<file path="src/verilog/spsp_map.vh">
`ifndef SPSP_MAP_VH
`define SPSP_MAP_VH

// ==========================================================
// target select nibble decode
`define SPSP_TGT_HOLD0 4'h0
`define SPSP_TGT_HOLD1 4'h1
`define SPSP_TGT_HOLD2 4'h2
`define SPSP_TGT_HOLD3 4'h3
`define SPSP_TGT_PTR0 4'h4
`define SPSP_TGT_PTR1 4'h5
`define SPSP_TGT_PTR2 4'h6
`define SPSP_TGT_PTR3 4'h7
`define SPSP_TGT_CMD 4'h8
`define SPSP_TGT_MODE 4'h9

// ==========================================================
// instruction byte fields
`define SPSP_TGT_LSB 0
`define SPSP_TGT_MSB 3
`define SPSP_PAY_LSB 4
`define SPSP_PAY_MSB 7

// ==========================================================
// mode payloads and flash commands
`define SPSP_MODE_FOUR 4'h0
`define SPSP_MODE_THREE 4'h1
`define SPSP_CMD_PROG 4'h1
`define SPSP_CMD_PAGE_ERASE 4'hD
`define SPSP_CMD_ALL_ERASE 4'hE

// ==========================================================
// reset values
`define SPSP_HOLD_RST 16'h0000
`define SPSP_PTR_RST 16'h0000
`define SPSP_INSTR_RST 8'h00

// ==========================================================
// timing
`define SPSP_CLK_PERIOD_NS 5
`define SPSP_PROG_NS 80000
`define SPSP_ERASE_NS 4200000
`define SPSP_CMD_LIMIT_NS 4000
`define SPSP_BITS_PER_BYTE 8

`endif

</file>
<file path="src/verilog/spsp_serial_port.v">
`include "spsp_map.vh"
`default_nettype none

// Notes on behaviour
// - low chip select opens a transfer; serial clock shifts data both ways
// - chip select rising edge moves shifted bits into the instruction byte
// - byte bits 3..0 select target, bits 7..4 carry payload nibble
// - a 16-bit value needs four bytes, one nibble each
// - input arrives target lsb first, payload msb last
// - target nibble routes payload to holding, pointer, command or mode
// - all readout comes from the holding word, loaded by internal operations
// - sixteen serial clocks shift the holding word out msb first
// - four-wire: shift in while out; last eight bits are decoded
// - three-wire enable drives output for the next select period only
// - three-wire inputs accepted except in a frame the port reads out; output idle until enabled
// - command target writes decode payload and start the command unless flash is busy
// - after reset: three-wire, receive only, output released
// - non-flash commands finish within 4us of select rise
// - flash program needs 80us, erase 4.2ms before next command
// - three-wire in and out may share one line
// - four-wire mode enables the output in every select-low period, no per-read enable

module spsp_serial_port #(
	parameter BUSY_WIDTH = 24,
	parameter PROG_CYCLES = (`SPSP_PROG_NS + `SPSP_CLK_PERIOD_NS - 1) /
		`SPSP_CLK_PERIOD_NS,
	parameter ERASE_CYCLES = (`SPSP_ERASE_NS + `SPSP_CLK_PERIOD_NS - 1) /
		`SPSP_CLK_PERIOD_NS
) (
	input wire ref_clk,
	input wire resetn,
	input wire clkEn,
	input wire selectN,
	input wire serialClk,
	input wire serial_in,
	input wire holdLoad,
	input wire [15:0] holdLoadData,
	output reg serialOut,
	output reg serialOutEn,
	output reg [7:0] instr_shift_byte,
	output reg [15:0] holding_word_reg,
	output reg [15:0] pointer_reg,
	output reg [3:0] command_reg,
	output reg cmdStrobe,
	output reg fourWire,
	output reg flashBusy
);
	// ==========================================================
	// reset release
	reg rstMeta;
	reg rstn;
	// asserts at once, releases on the clock so no flop sees a runt reset
	always @(posedge ref_clk or negedge resetn) begin
		if (!resetn) begin
			rstMeta <= 1'b0;
			rstn <= 1'b0;
		end else begin
			rstMeta <= 1'b1;
			rstn <= rstMeta;
		end
	end

	// ==========================================================
	// pin synchronisers and edge detect
	// select enters inverted so the flop reset value matches an idle pin
	wire [2:0] pinSync;
	wire selSync = ~pinSync[0];
	wire clkSync = pinSync[1];
	wire dinSync = pinSync[2];
	reg selPrev;
	reg clkPrev;

	spsp_sync #(
		.WIDTH(3)
	) uSync (
		.ref_clk(ref_clk),
		.rstn(rstn),
		.clkEn(clkEn),
		.asyncIn({serial_in, serialClk, ~selectN}),
		.syncOut(pinSync)
	);

	// history flops read only synchronised copies
	always @(posedge ref_clk or negedge rstn) begin
		if (!rstn) begin
			selPrev <= 1'b1;
			clkPrev <= 1'b0;
		end else if (clkEn) begin
			selPrev <= selSync;
			clkPrev <= clkSync;
		end
	end

	// serial clock edges only count inside a frame
	wire selFall = selPrev & ~selSync;
	wire selRise = ~selPrev & selSync;
	wire selLow = ~selSync;
	wire sclkRise = selLow & ~clkPrev & clkSync;
	wire sclkFall = selLow & clkPrev & ~clkSync;

	// ==========================================================
	// input shifter
	reg [7:0] inShift;
	reg [4:0] bitCount;
	reg outArmed;
	reg outThisFrame;

	// new bits enter at the top so the first bit ends at bit 0
	always @(posedge ref_clk or negedge rstn) begin
		if (!rstn) begin
			inShift <= `SPSP_INSTR_RST;
			bitCount <= 5'h00;
		end else if (clkEn) begin
			if (selFall) begin
				bitCount <= 5'h00;
			end else if (sclkRise) begin
				inShift <= {dinSync, inShift[7:1]};
				if (bitCount != 5'h1F) begin
					bitCount <= bitCount + 5'h01;
				end
			end
		end
	end

	// a short frame or our own three-wire readout is not an instruction
	wire byteGood = (bitCount >= `SPSP_BITS_PER_BYTE) &
		~(outThisFrame & ~fourWire);
	wire [3:0] tgtNib = inShift[`SPSP_TGT_MSB:`SPSP_TGT_LSB];
	wire [3:0] payNib = inShift[`SPSP_PAY_MSB:`SPSP_PAY_LSB];
	wire decodeNow = selRise & byteGood;

	// ==========================================================
	// instruction byte
	// last accepted byte, kept for observation
	always @(posedge ref_clk or negedge rstn) begin
		if (!rstn) begin
			instr_shift_byte <= `SPSP_INSTR_RST;
		end else if (clkEn && decodeNow) begin
			instr_shift_byte <= inShift;
		end
	end

	// ==========================================================
	// holding word
	wire holdNibWr = decodeNow & (tgtNib <= `SPSP_TGT_HOLD3);

	// serial nibble beats the internal load in the same cycle
	always @(posedge ref_clk or negedge rstn) begin
		if (!rstn) begin
			holding_word_reg <= `SPSP_HOLD_RST;
		end else if (clkEn) begin
			if (holdNibWr) begin
				// one nibble per byte, four bytes per word
				holding_word_reg[tgtNib[1:0]*4 +: 4] <= payNib;
			end else if (holdLoad) begin
				holding_word_reg <= holdLoadData;
			end
		end
	end

	// ==========================================================
	// pointer word
	wire ptrNibWr = decodeNow & (tgtNib >= `SPSP_TGT_PTR0) &
		(tgtNib <= `SPSP_TGT_PTR3);

	// pointer only changes nibble by nibble from the link
	always @(posedge ref_clk or negedge rstn) begin
		if (!rstn) begin
			pointer_reg <= `SPSP_PTR_RST;
		end else if (clkEn && ptrNibWr) begin
			pointer_reg[tgtNib[1:0]*4 +: 4] <= payNib;
		end
	end

	// ==========================================================
	// command register and flash busy timer
	reg [BUSY_WIDTH-1:0] busyCount;
	reg [BUSY_WIDTH-1:0] next_busyCount;
	reg next_flashBusy;
	wire cmdWrite = decodeNow & (tgtNib == `SPSP_TGT_CMD) & ~flashBusy;
	wire progStart = cmdWrite & (payNib == `SPSP_CMD_PROG);
	wire eraseStart = cmdWrite & ((payNib == `SPSP_CMD_PAGE_ERASE) |
		(payNib == `SPSP_CMD_ALL_ERASE));

	// commands during a flash operation are dropped, not queued
	always @* begin
		next_flashBusy = flashBusy;
		next_busyCount = busyCount;
		if (progStart) begin
			next_flashBusy = 1'b1;
			next_busyCount = PROG_CYCLES[BUSY_WIDTH-1:0] - 1'b1;
		end else if (eraseStart) begin
			next_flashBusy = 1'b1;
			next_busyCount = ERASE_CYCLES[BUSY_WIDTH-1:0] - 1'b1;
		end else if (flashBusy) begin
			if (busyCount == {BUSY_WIDTH{1'b0}}) begin
				next_flashBusy = 1'b0;
			end else begin
				next_busyCount = busyCount - 1'b1;
			end
		end
	end

	// strobe is a single-cycle pulse per accepted command
	always @(posedge ref_clk or negedge rstn) begin
		if (!rstn) begin
			command_reg <= 4'h0;
			cmdStrobe <= 1'b0;
			flashBusy <= 1'b0;
			busyCount <= {BUSY_WIDTH{1'b0}};
		end else if (clkEn) begin
			cmdStrobe <= cmdWrite;
			if (cmdWrite) begin
				command_reg <= payNib;
			end
			flashBusy <= next_flashBusy;
			busyCount <= next_busyCount;
		end
	end

	// ==========================================================
	// link mode and output arming
	wire modeWrite = decodeNow & (tgtNib == `SPSP_TGT_MODE);
	wire fourCmd = modeWrite & (payNib == `SPSP_MODE_FOUR);
	wire threeCmd = modeWrite & (payNib == `SPSP_MODE_THREE);
	reg next_fourWire;
	reg next_outArmed;
	reg next_outThisFrame;

	// arming lasts exactly one select-low period
	always @* begin
		next_fourWire = fourWire;
		next_outArmed = outArmed;
		next_outThisFrame = outThisFrame;
		if (fourCmd) begin
			next_fourWire = 1'b1;
			next_outArmed = 1'b0;
		end else if (threeCmd) begin
			next_fourWire = 1'b0;
			next_outArmed = 1'b1;
		end else if (selFall) begin
			next_outArmed = 1'b0;
		end
		if (selFall) begin
			next_outThisFrame = outArmed;
		end else if (selRise) begin
			next_outThisFrame = 1'b0;
		end
	end

	// reset leaves the output released in three-wire receive mode
	always @(posedge ref_clk or negedge rstn) begin
		if (!rstn) begin
			fourWire <= 1'b0;
			outArmed <= 1'b0;
			outThisFrame <= 1'b0;
		end else if (clkEn) begin
			fourWire <= next_fourWire;
			outArmed <= next_outArmed;
			outThisFrame <= next_outThisFrame;
		end
	end

	// ==========================================================
	// output shifter
	reg [15:0] outShift;
	reg [15:0] next_outShift;
	reg next_serialOut;
	wire next_serialOutEn;

	// load at select fall, advance on falling serial clock for host sampling
	always @* begin
		next_outShift = outShift;
		next_serialOut = serialOut;
		if (selFall) begin
			next_outShift = holding_word_reg;
			next_serialOut = holding_word_reg[15];
		end else if (sclkFall) begin
			next_outShift = {outShift[14:0], 1'b0};
			next_serialOut = outShift[14];
		end
	end

	// three-wire shared line released the moment select rises
	assign next_serialOutEn = selLow & ~selRise & (fourWire |
		(selFall ? outArmed : outThisFrame));

	// every port output comes straight from a flop
	always @(posedge ref_clk or negedge rstn) begin
		if (!rstn) begin
			outShift <= `SPSP_HOLD_RST;
			serialOut <= 1'b0;
			serialOutEn <= 1'b0;
		end else if (clkEn) begin
			outShift <= next_outShift;
			serialOut <= next_serialOut;
			serialOutEn <= next_serialOutEn;
		end
	end
endmodule // spsp_serial_port

`default_nettype wire

</file>
<file path="src/verilog/spsp_sync.v">
`default_nettype none

// ==========================================================
// two-stage synchroniser, one per bit
module spsp_sync #(
	parameter WIDTH = 3
) (
	input wire ref_clk,
	input wire rstn,
	input wire clkEn,
	input wire [WIDTH-1:0] asyncIn,
	output wire [WIDTH-1:0] syncOut
);
	genvar i;
	generate
		for (i = 0; i < WIDTH; i = i + 1) begin : gBit
			reg meta;
			reg stable;
			// first stage feeds only the second
			always @(posedge ref_clk or negedge rstn) begin
				if (!rstn) begin
					meta <= 1'b0;
					stable <= 1'b0;
				end else if (clkEn) begin
					meta <= asyncIn[i];
					stable <= meta;
				end
			end
			assign syncOut[i] = stable;
		end
	endgenerate
endmodule // spsp_sync

`default_nettype wire

</file>
<file path="config.mk">
export PLATFORM = sky130hd
export DESIGN_NAME = spsp_serial_port
export DESIGN_NICKNAME = d
export VERILOG_FILES = /design/src/verilog/spsp_serial_port.v /design/src/verilog/spsp_sync.v
export VERILOG_INCLUDE_DIRS = /design/src /design/src/verilog
export SDC_FILE = /design/constraint.sdc
export NUM_CORES = 1
export LEC_CHECK = 0
export ABC_AREA = 1
export BUFFER_PORTS_ARGS = -buffer_cell sky130_fd_sc_hd__buf_2
export CORE_MARGIN = 5
export CORE_UTILIZATION = 52
export CTS_CLUSTER_DIAMETER = 40
export DETAILED_ROUTE_END_ITERATION = 6
export PLACE_DENSITY = 0.7
export SETUP_SLACK_MARGIN = 0.5
export SYNTH_ARGS = -nofsm -noshare
export SYNTH_HDL_FRONTEND = slang
export SYNTH_SLANG_ARGS = --single-unit
export TNS_END_PERCENT = 30
</file>
<file path="constraint.sdc">
create_clock -name ref_clk -period 4.7 [get_ports ref_clk]
set_clock_uncertainty 0.2 [all_clocks]
set_input_delay 0.235 -clock ref_clk [delete_from_list [all_inputs] [get_ports ref_clk]]
set_output_delay 0.235 -clock ref_clk [all_outputs]
set_load 0.05 [all_outputs]
</file>
==> results of run 1 <==
routing by layer:
metal	part of all wire	GRT usage	up-vias
li1	-	-	2571
met1	0.46	0.337	2418
met2	0.45	0.348	214
met3	0.063	0.0674	39
met4	0.029	0.104	0
met5	0	0	-
how the worst max path moves through the flow:
stage / end / slack, ns
5_1_grt: busyCount[19] / 1.42
6_report: busyCount[1] / 1.71
3_3_place_gp: busyCount[1] / 1.85
4_1_cts: busyCount[1] / 1.72
2_1_floorplan: bitCount[0] / 1.12
3_5_place_dp: busyCount[1] / 1.74
logic make-up after synthesis:
group | count (synthesis) | synth area share
compound gates | 138 | 0.133
xor+xnor | 2 | 0.00302
fa+ha+maj | 11 | 0.0237
buf+inv | 100 | 0.0733
flops | 113 | 0.488
other cells | 1 | 0.000646
simple gates | 368 | 0.279
area by class of cell:
class	count	area share
Antenna cell	1	0.000354
Sequential cell	113	0.400
Clock inverter	10	0.0221
Tap cell	140	0.0247
Inverter	77	0.0408
Timing Repair Buffer	96	0.0852
Clock buffer	22	0.0668
Multi-Input combinational cell	520	0.360
per-stage QoR:
| step | cells | worst slack, ns | hold WS [ns] |
|---|---|---|---|
| 2_1_floorplan | 733 | 1.12 | -0.261 |
| 4_1_cts | 978 | 1.72 | 0.0401 |
| 3_3_place_gp | 922 | 1.85 | -0.181 |
| 6_report | 979 | 1.71 | 0.0542 |
| 5_1_grt | 979 | 1.42 | 0.0632 |
| 3_5_place_dp | 922 | 1.74 | -0.178 |
power by group through the flow:
stage | registers (µW) | clock network, µW | logic (µW)
floorplan | 1500 | 0 | 480
global placement | 1340 | 0 | 840
detailed placement | 1340 | 0 | 857
CTS | 1330 | 1390 | 879
global route | 1350 | 1440 | 987
finish | 1330 | 1370 | 883
worst max-delay path, cell delays in order, from the launching register on:
cell	delay, ns
dfrtp_1	0.56
inv_1	0.22
ha_1	0.32
nand4_1	0.12
nor2_1	0.05
nand2_1	0.28
nand2_1	0.11
nand2_2	0.38
nand2_2	0.35
o21a_1	0.27
layout by cell type (no fill, tap or decap), types with 4 or more instances in the layout:
| cell type | n |
|---|---|
| a21oi_1 | 4 |
| buf_2 | 71 |
| bufinv_16 | 4 |
| clkbuf_16 | 16 |
| clkbuf_8 | 5 |
| clkinv_2 | 4 |
| dfrtp_1 | 111 |
| dlygate4sd3_1 | 24 |
| ha_1 | 11 |
| inv_1 | 68 |
| inv_2 | 9 |
| nand2_1 | 208 |
| nand3_1 | 55 |
| nand3_2 | 9 |
| nand4_1 | 5 |
| nor2_1 | 58 |
| nor2_2 | 12 |
| nor3_1 | 6 |
| o211ai_1 | 14 |
| o21ai_0 | 85 |
| o21ai_1 | 22 |
| o21ai_2 | 4 |
==> flow_summary.yaml, run 1 <==
routing:
  dr.pass1.iters: 7
  drt-wirelength-per-cell_um: 15.3
  vias_per_cell: 5.35
  num_vias: 5242
  drt_wl_total_mm: 15.0
  drc_errors: 0
  dr.first_iter.drc_count: 447
  drtAntennaViolNets: 0
clocking:
  cts_root_buf: "clkbuf_8"
  cts_resized: 0
  htreeDepth: 4
  clock_sinks: 113
  cts_buffers: 17
  tritoncts: "done"
  clockBufferDepth: 2
  clk_pin_slew_ns: 0.06
  cts_setup_buffers: 0
  insertion_delay_ns: 0.52
  holdBufCountCts: 24
final_layout:
  multi_input_area_um2: 2550
  fin_util: 0.650
  drive_gt1_frac: 0.177
  final_nets: 859
  layout.area.seq_um2: 2830
  synthToLayoutAreaGrowth_pct: 22.0
  largest_reg_flops: 24
  nFillCells: 895
  design_area_um2: 7080
min_path:
  min_to: "holding_word_reg[1]"
  hold_path.class: "primary input to register"
  hold_start: "holdLoad"
  hold_path_depth: 5
global_routing:
  antenna_found_initial: 1
  gr-total-overflow: 0
  grt_util_all_layers: 0.239
  grt_max_degree: 58
  grt_pass1_wl_mm: 24.9
  first_global_vias: 5092
synthesis:
  synth_area_leaders: "dfrtp_1 48%, nand2_1 13%, o21ai_0 7.3%, nand3_1 4.7%, inv_1 4.4%"
  synth-seq-area-share: 0.488
  yosys_warnings: 0
  synth_cell_types: 37
  synth_area_leader_cell: "dfrtp_1"
  synth_flop_cell: "dfrtp_1"
  synth-seq-cells: 113
  synth_edf_count: 0
  synth_area_um2: 5800
  netlist_instances: 733
  async_flop_share: 1.00
  syn-mean-instance-area_um2: 7.91
  yosysMostFrequentCell: "nand2_1"
  synthesis.nets: 767
  synth_top_area_frac: 0.483
  synth_common_cells: "208 x nand2_1, 112 x dfrtp_1, 85 x o21ai_0"
worst_setup_path:
  worstPathMaxFanout: 20
  crit_start: "inShift[0]"
  worstSetupStartpointType: "register"
  worstPathRequired_ns: 4.91
  critical_path_arrival_ns: 3.20
  worstReg2RegEnd: "busyCount[1]"
  critPathCaptureType: "register"
  regToRegSetupSlack_ns: 1.71
  worstSetupPathType: "register to register"
  worstReg2RegStart: "inShift[0]"
  rr_worst_depth: 9
timing:
  setup_viol: 0
  max_freq_mhz: 334
  period_needed_ns: 2.99
  rsz0062_at_grt: "false"
  fin_setup_tns_ns: 0
  fin_crit_sh: 0.637
  relSlewSlack: 0.427
  worstMarginPinSlew_ns: 0.859
  final-hold-violation-count: 0
  drv_slew: 0
power:
  intPower_uw: 2350
  p_leak_uw: 0.00360
  power.switching_uw: 1230
  power.total_uw: 3580
  p_comb_frac: 0.247
  swShare: 0.345
  clkPwrFrac: 0.382
  seqPwrFrac: 0.371
  powerDensity_nw_per_um2: 506
  vdd_drop_max_mv: 0.351
place:
  globalplace.congestion: 0.915
  post_dp_cell_area_um2: 6210
  dp_hpwl_mm: 10.2
  port_buffers: 71
floorplanning:
  dieArea_um2: 13400
  io_pins: 72
  die_h_um: 116
  std_cell_rows: 38
  initial_utilization: 0.533
  core_area_um2: 10900
  dieWidth_um: 116
outcome:
  outcome: "completed"
run:
  drv_cap: 0
No activity file was read; power rests on OpenSTA's default activity.
==> inputs of run 2 (changes only) <==
- ABC_AREA: 1 -> 0
- clock period: 4.7 -> 2.94 ns (I/O delays scaled with it)
==> flow_summary.yaml, run 2 <==
clocking:
  cts_root_buf: "clkbuf_8"
  clk_pin_slew_ns: 0.06
  htreeDepth: 4
  clockBufferDepth: 2
  clock_sinks: 113
  tritoncts: "done"
  cts_buffers: 17
  insertion_delay_ns: 0.52
final_layout:
  drive_gt1_frac: 0.307
  largest_reg_flops: 24
  nFillCells: 782
  final_cell_mix: "110 x dfrtp_1, 71 x buf_2, 70 x nand2_1, 36 x mux2_2, 29 x buf_4"
  final_common_cell: "dfrtp_1"
  synthToLayoutAreaGrowth_pct: 28.1
  instances_no_fill: 802
  final_nets: 682
run:
  drv_cap: 0
floorplanning:
  initial_utilization: 0.524
  die_h_um: 114
  dieWidth_um: 114
  std_cell_rows: 38
  core_area_um2: 10700
  dieArea_um2: 13000
  io_pins: 72
routing:
  dr.first_iter.drc_count: 285
  drt_wl_total_mm: 14.5
  drt-met1-wl_mm: 6.32
  drtAntennaViolNets: 0
  dr.pass1.iters: 5
  top_layer: "met4"
  drc_errors: 0
  num_vias: 4688
  wl_met2_mm: 6.95
  drt-wirelength-per-cell_um: 18.0
  vias_per_cell: 5.85
  wl_met3_um: 785
worst_setup_path:
  critPathCaptureType: "register"
  path_cells: "or4_4 > or4_4 > o21a_4 > mux2_4 > o21a_1"
  worstSetupStartpointType: "register"
  crit_path_frequent_cell: "or4_4"
  worstReg2RegStart: "busyCount[19]"
  cpPeakStageDelay_ns: 0.56
  worstPathRequired_ns: 3.15
  worstReg2RegEnd: "busyCount[11]"
  worstPathMaxFanout: 9
  crit_slowest_cell: "or4_4"
  regToRegSetupSlack_ns: 0.42
  critical_path_arrival_ns: 2.72
  rr_worst_depth: 5
  cp-endpoint: "busyCount[11]"
  crit_start: "busyCount[19]"
  worstSetupPathType: "register to register"
timing:
  fin_setup_tns_ns: 0
  worstMarginPinSlew_ns: 0.613
  relSlewSlack: 0.590
  final-hold-violation-count: 0
  setup_viol: 0
  max_freq_mhz: 397
  rsz0062_at_grt: "true"
  fin_crit_sh: 0.857
  drv_slew: 0
  whs_ns: 0.0150
  period_needed_ns: 2.52
synthesis:
  synth_flop_cell: "dfrtp_1"
  synth_area_leader_cell: "dfrtp_1"
  synth_edf_count: 0
  syn-mean-instance-area_um2: 10.7
  synthesis.nets: 559
  synth_area_um2: 5630
  synth-seq-cells: 113
  yosys_warnings: 0
  yosysMostFrequentCell: "dfrtp_1"
  synth_common_cells: "112 x dfrtp_1, 70 x nand2_1, 36 x mux2_2"
  synth_area_leaders: "dfrtp_1 50%, mux2_2 7.2%, nand2_1 4.7%, mux2i_1 3.7%, ha_1 2.4%"
  synth-seq-area-share: 0.502
  synth_cell_types: 65
  async_flop_share: 1.00
  netlist_instances: 525
  synth_top_area_frac: 0.498
place:
  port_buffers: 71
  globalplace.congestion: 0.893
  dp_cells: 734
  dp_hpwl_mm: 9.44
power:
  vdd_drop_max_mv: 0.489
  power.total_uw: 5340
  powerDensity_nw_per_um2: 740
  p_leak_uw: 0.00350
global_routing:
  grt_util_all_layers: 0.236
  grt_max_degree: 43
  gr-total-overflow: 0
  first_global_vias: 4850
  grt_pass1_wl_mm: 24.4
  antenna_found_initial: 1
min_path:
  hold_path.class: "register to asynchronous set/reset pin"
outcome:
  outcome: "completed"
[run 2: final cells by class]
class / count / area (µm²) / share of cell area
Clock inverter: 11 / 154 / 0.0213
Clock buffer: 21 / 459 / 0.0636
Timing Repair Buffer: 126 / 845 / 0.117
Multi-Input combinational cell: 375 / 2690 / 0.373
Sequential cell: 113 / 2830 / 0.393
Inverter: 15 / 56.3 / 0.00780
Antenna cell: 1 / 2.50 / 0.000347
Tap cell: 140 / 175 / 0.0243
[run 2: layer usage]
metal	global-route usage	up-vias
met5	0	-
met4	0.0990	0
met3	0.0597	38
met2	0.363	148
met1	0.319	2325
li1	-	2177
[run 2: critical path, delay by kind of cell, from the launching register on]
| kind | cells | cell delay [ns] |
|---|---|---|
| compound gates | 2 | 0.44 |
| mux | 1 | 0.30 |
| flops | 1 | 0.40 |
| simple gates | 2 | 1.06 |
[run 2: worst min path at each step]
stage / slack [ns] / startpoint / to / cells after the start
finish: 0.01 / rstn / pointer_reg[14] / 0
global route: 0.05 / rstn / pointer_reg[7] / 0
CTS: 0.01 / holdLoad / holding_word_reg[3] / 4
detailed placement: -0.27 / resetn / rstMeta / 1
global placement: -0.27 / resetn / rstMeta / 1
floorplan: -0.35 / resetn / rstMeta / 0
[run 2: power breakdown]
part / total, µW / internal [µW] / switching (µW)
registers: 2030 / 1800 / 230
logic: 1210 / 437 / 769
clock network: 2100 / 1360 / 738
[run 2: repair_timing]
item,in CTS,in global routing
endpoints found under the hold margin,31,0
gates cloned,1,0
gates resized for setup,4,12
hold buffers,24,0
pin swaps,2,1
buffers inserted,7,3
endpoints found under the setup margin,40,61
[run 2: cell families after synthesis]
group / synth area share
other: 0.000666
buffers and inverters: 0.0304
XOR/XNOR: 0.00467
AND/OR/NAND/NOR: 0.188
adder cells (fa/ha/maj): 0.0244
multiplexers: 0.112
AO/OA/AOI/OAI: 0.138
flip-flops: 0.502
[run 2: metrics by stage]
step,area (µm²),util,worst slack [ns]
floorplan,5630,-,0.365
global placement,6220,0.579,0.324
detailed placement,6220,0.579,0.209
CTS,7150,0.665,0.360
global route,7220,0.672,0.337
finish,7220,0.672,0.421
==> inputs of run 3 (changes only) <==
- BUFFER_PORTS_ARGS: -buffer_cell sky130_fd_sc_hd__buf_2 -> -buffer_cell sky130_fd_sc_hd__clkbuf_2
- CORE_MARGIN: 5 -> 2
==> flow_summary.yaml, run 3 (same netlist as run 2, synthesis figures left out) <==
min_path:
  hold_path_depth: 4
  hold_path.class: "primary input to register"
routing:
  drt_wl_total_mm: 14.4
  drt-met1-wl_mm: 6.61
  drtAntennaViolNets: 0
  dr.pass1.iters: 5
  wl_met3_um: 758
  vias_per_cell: 5.84
  drt-wirelength-per-cell_um: 17.9
  drc_errors: 0
  top_layer: "met4"
  num_vias: 4692
  dr.first_iter.drc_count: 297
  wl_met2_mm: 6.75
clocking:
  clock_sinks: 113
  cts_root_buf: "clkbuf_8"
  clk_pin_slew_ns: 0.06
  clockBufferDepth: 2
  insertion_delay_ns: 0.54
  htreeDepth: 4
  tritoncts: "done"
  cts_buffers: 17
power:
  intPower_uw: 3380
  p_leak_uw: 0.00350
  power.switching_uw: 1690
  p_comb_frac: 0.237
  seqPwrFrac: 0.400
  clkPwrFrac: 0.363
  powerDensity_nw_per_um2: 706
  vdd_drop_max_mv: 0.491
  swShare: 0.334
  power.total_uw: 5080
floorplanning:
  initial_utilization: 0.541
  std_cell_rows: 37
  dieArea_um2: 11700
  core_area_um2: 10400
  die_h_um: 108
  dieWidth_um: 108
  io_pins: 72
final_layout:
  final_nets: 689
  design_area_um2: 7190
  final_common_cell: "dfrtp_1"
  drive_gt1_frac: 0.307
  n_antenna_cell: 0
  largest_reg_flops: 24
  final_cell_mix: "111 x dfrtp_1, 71 x clkbuf_2, 70 x nand2_1, 36 x mux2_2, 33 x buf_4"
  synthToLayoutAreaGrowth_pct: 27.7
  instances_no_fill: 803
global_routing:
  gr-total-overflow: 0
  antenna_found_initial: 0
  grt_pass1_wl_mm: 23.6
  first_global_vias: 4751
  grt_max_degree: 41
  grt_util_all_layers: 0.264
worst_setup_path:
  worstPathRequired_ns: 3.15
  critPathBufInv: 3
  worstSetupPathType: "register to register"
  worstSetupStartpointType: "register"
  cpPeakStageDelay_ns: 0.56
  crit_family: "simple AND/OR/NAND/NOR gates"
  path_cells: "or4_4 > or4_4 > buf_6 > o21ai_4 > buf_4 > buf_6 > or4_1 > a21oi_1"
  critical_path_arrival_ns: 2.77
  worstPathMaxFanout: 8
  crit_slowest_cell: "or4_4"
  path_depth: 8
  critPathCaptureType: "register"
  rr_worst_depth: 8
timing:
  rsz0062_at_grt: "true"
  max_freq_mhz: 391
  fin_setup_tns_ns: 0
  worstMarginPinSlew_ns: 0.718
  drv_slew: 0
  period_needed_ns: 2.56
  final-hold-violation-count: 0
  fin_crit_sh: 0.870
  setup_viol: 0
  timing.final.ws_setup_ns: 0.381
  relSlewSlack: 0.520
run:
  drv_cap: 0
place:
  place_ws_ns: 0.211
  dp_hpwl_mm: 9.57
  port_buffers: 71
  dp_cells: 730
  globalplace.congestion: 0.877
  post_dp_cell_area_um2: 6220
outcome:
  outcome: "completed"
[run 3: cell count changes in the layout (fill, tap and decap cells not counted), moves of 4 or more]
cell,before,now
buf_2,71,0
clkbuf_2,0,71
a21oi_1,15,19
a21oi_2,4,0
buf_4,29,33
clkinv_2,0,4
clkinvlp_4,5,1
[run 3: timing repair]
action                                  4_1_cts  5_1_grt
endpoints found under the hold margin        26        0
endpoints found under the setup margin       42       63
setup buffers                                10        7
cloned                                        1        0
hold buffers                                 24        0
resized for setup                             9        7
pin swaps                                     5        6
[run 3: power groups by stage]
stage | Combinational, µW | Clock [µW] | Sequential [µW]
2_1_floorplan | 566 | 0 | 2260
3_3_place_gp | 1100 | 0 | 2030
3_5_place_dp | 1140 | 0 | 2050
4_1_cts | 1190 | 1860 | 2020
5_1_grt | 1310 | 1930 | 2060
6_report | 1200 | 1840 | 2030
[run 3: per-layer routing]
layer	vias up	track usage
met4	0	0.110
met1	2340	0.352
li1	2182	-
met5	-	0
met2	143	0.407
met3	27	0.0741
[run 3: final timing paths]
check | startpoint | end | slack [ns]
setup / recovery | busyCount[19] | busyCount[23] | 0.38
hold / removal | holdLoad | holding_word_reg[1] | 0.02
setup reg to reg | busyCount[19] | busyCount[23] | 0.38
hold reg to reg | rstn | pointer_reg[0] | 0.11
max in group asynchronous | rstn | busyCount[21] | 1.73
min in group asynchronous | rstn | pointer_reg[0] | 0.11
[run 3: through the flow]
step	utilization	hold slack (ns)
2_1_floorplan	-	-0.349
3_3_place_gp	0.597	-0.267
3_5_place_dp	0.597	-0.264
4_1_cts	0.682	0.0109
5_1_grt	0.690	0.0415
6_report	0.690	0.0194
[run 3: area by class of cell]
| type | instances | area, µm² |
|---|---|---|
| well taps | 136 | 170 |
| flip-flops and latches | 113 | 2830 |
| inverters | 15 | 56.3 |
| clock inverters | 5 | 27.5 |
| repair buffers | 133 | 908 |
| fillers | 761 | 3230 |
| clock buffers | 26 | 508 |
| multi-input cells | 375 | 2690 |
[run 3: tightest hold or removal path, cell delays in order]
cell,delay [ns]
clkbuf_2,0.09
nand2_1,0.11
a21oi_1,0.20
mux2i_1,0.16
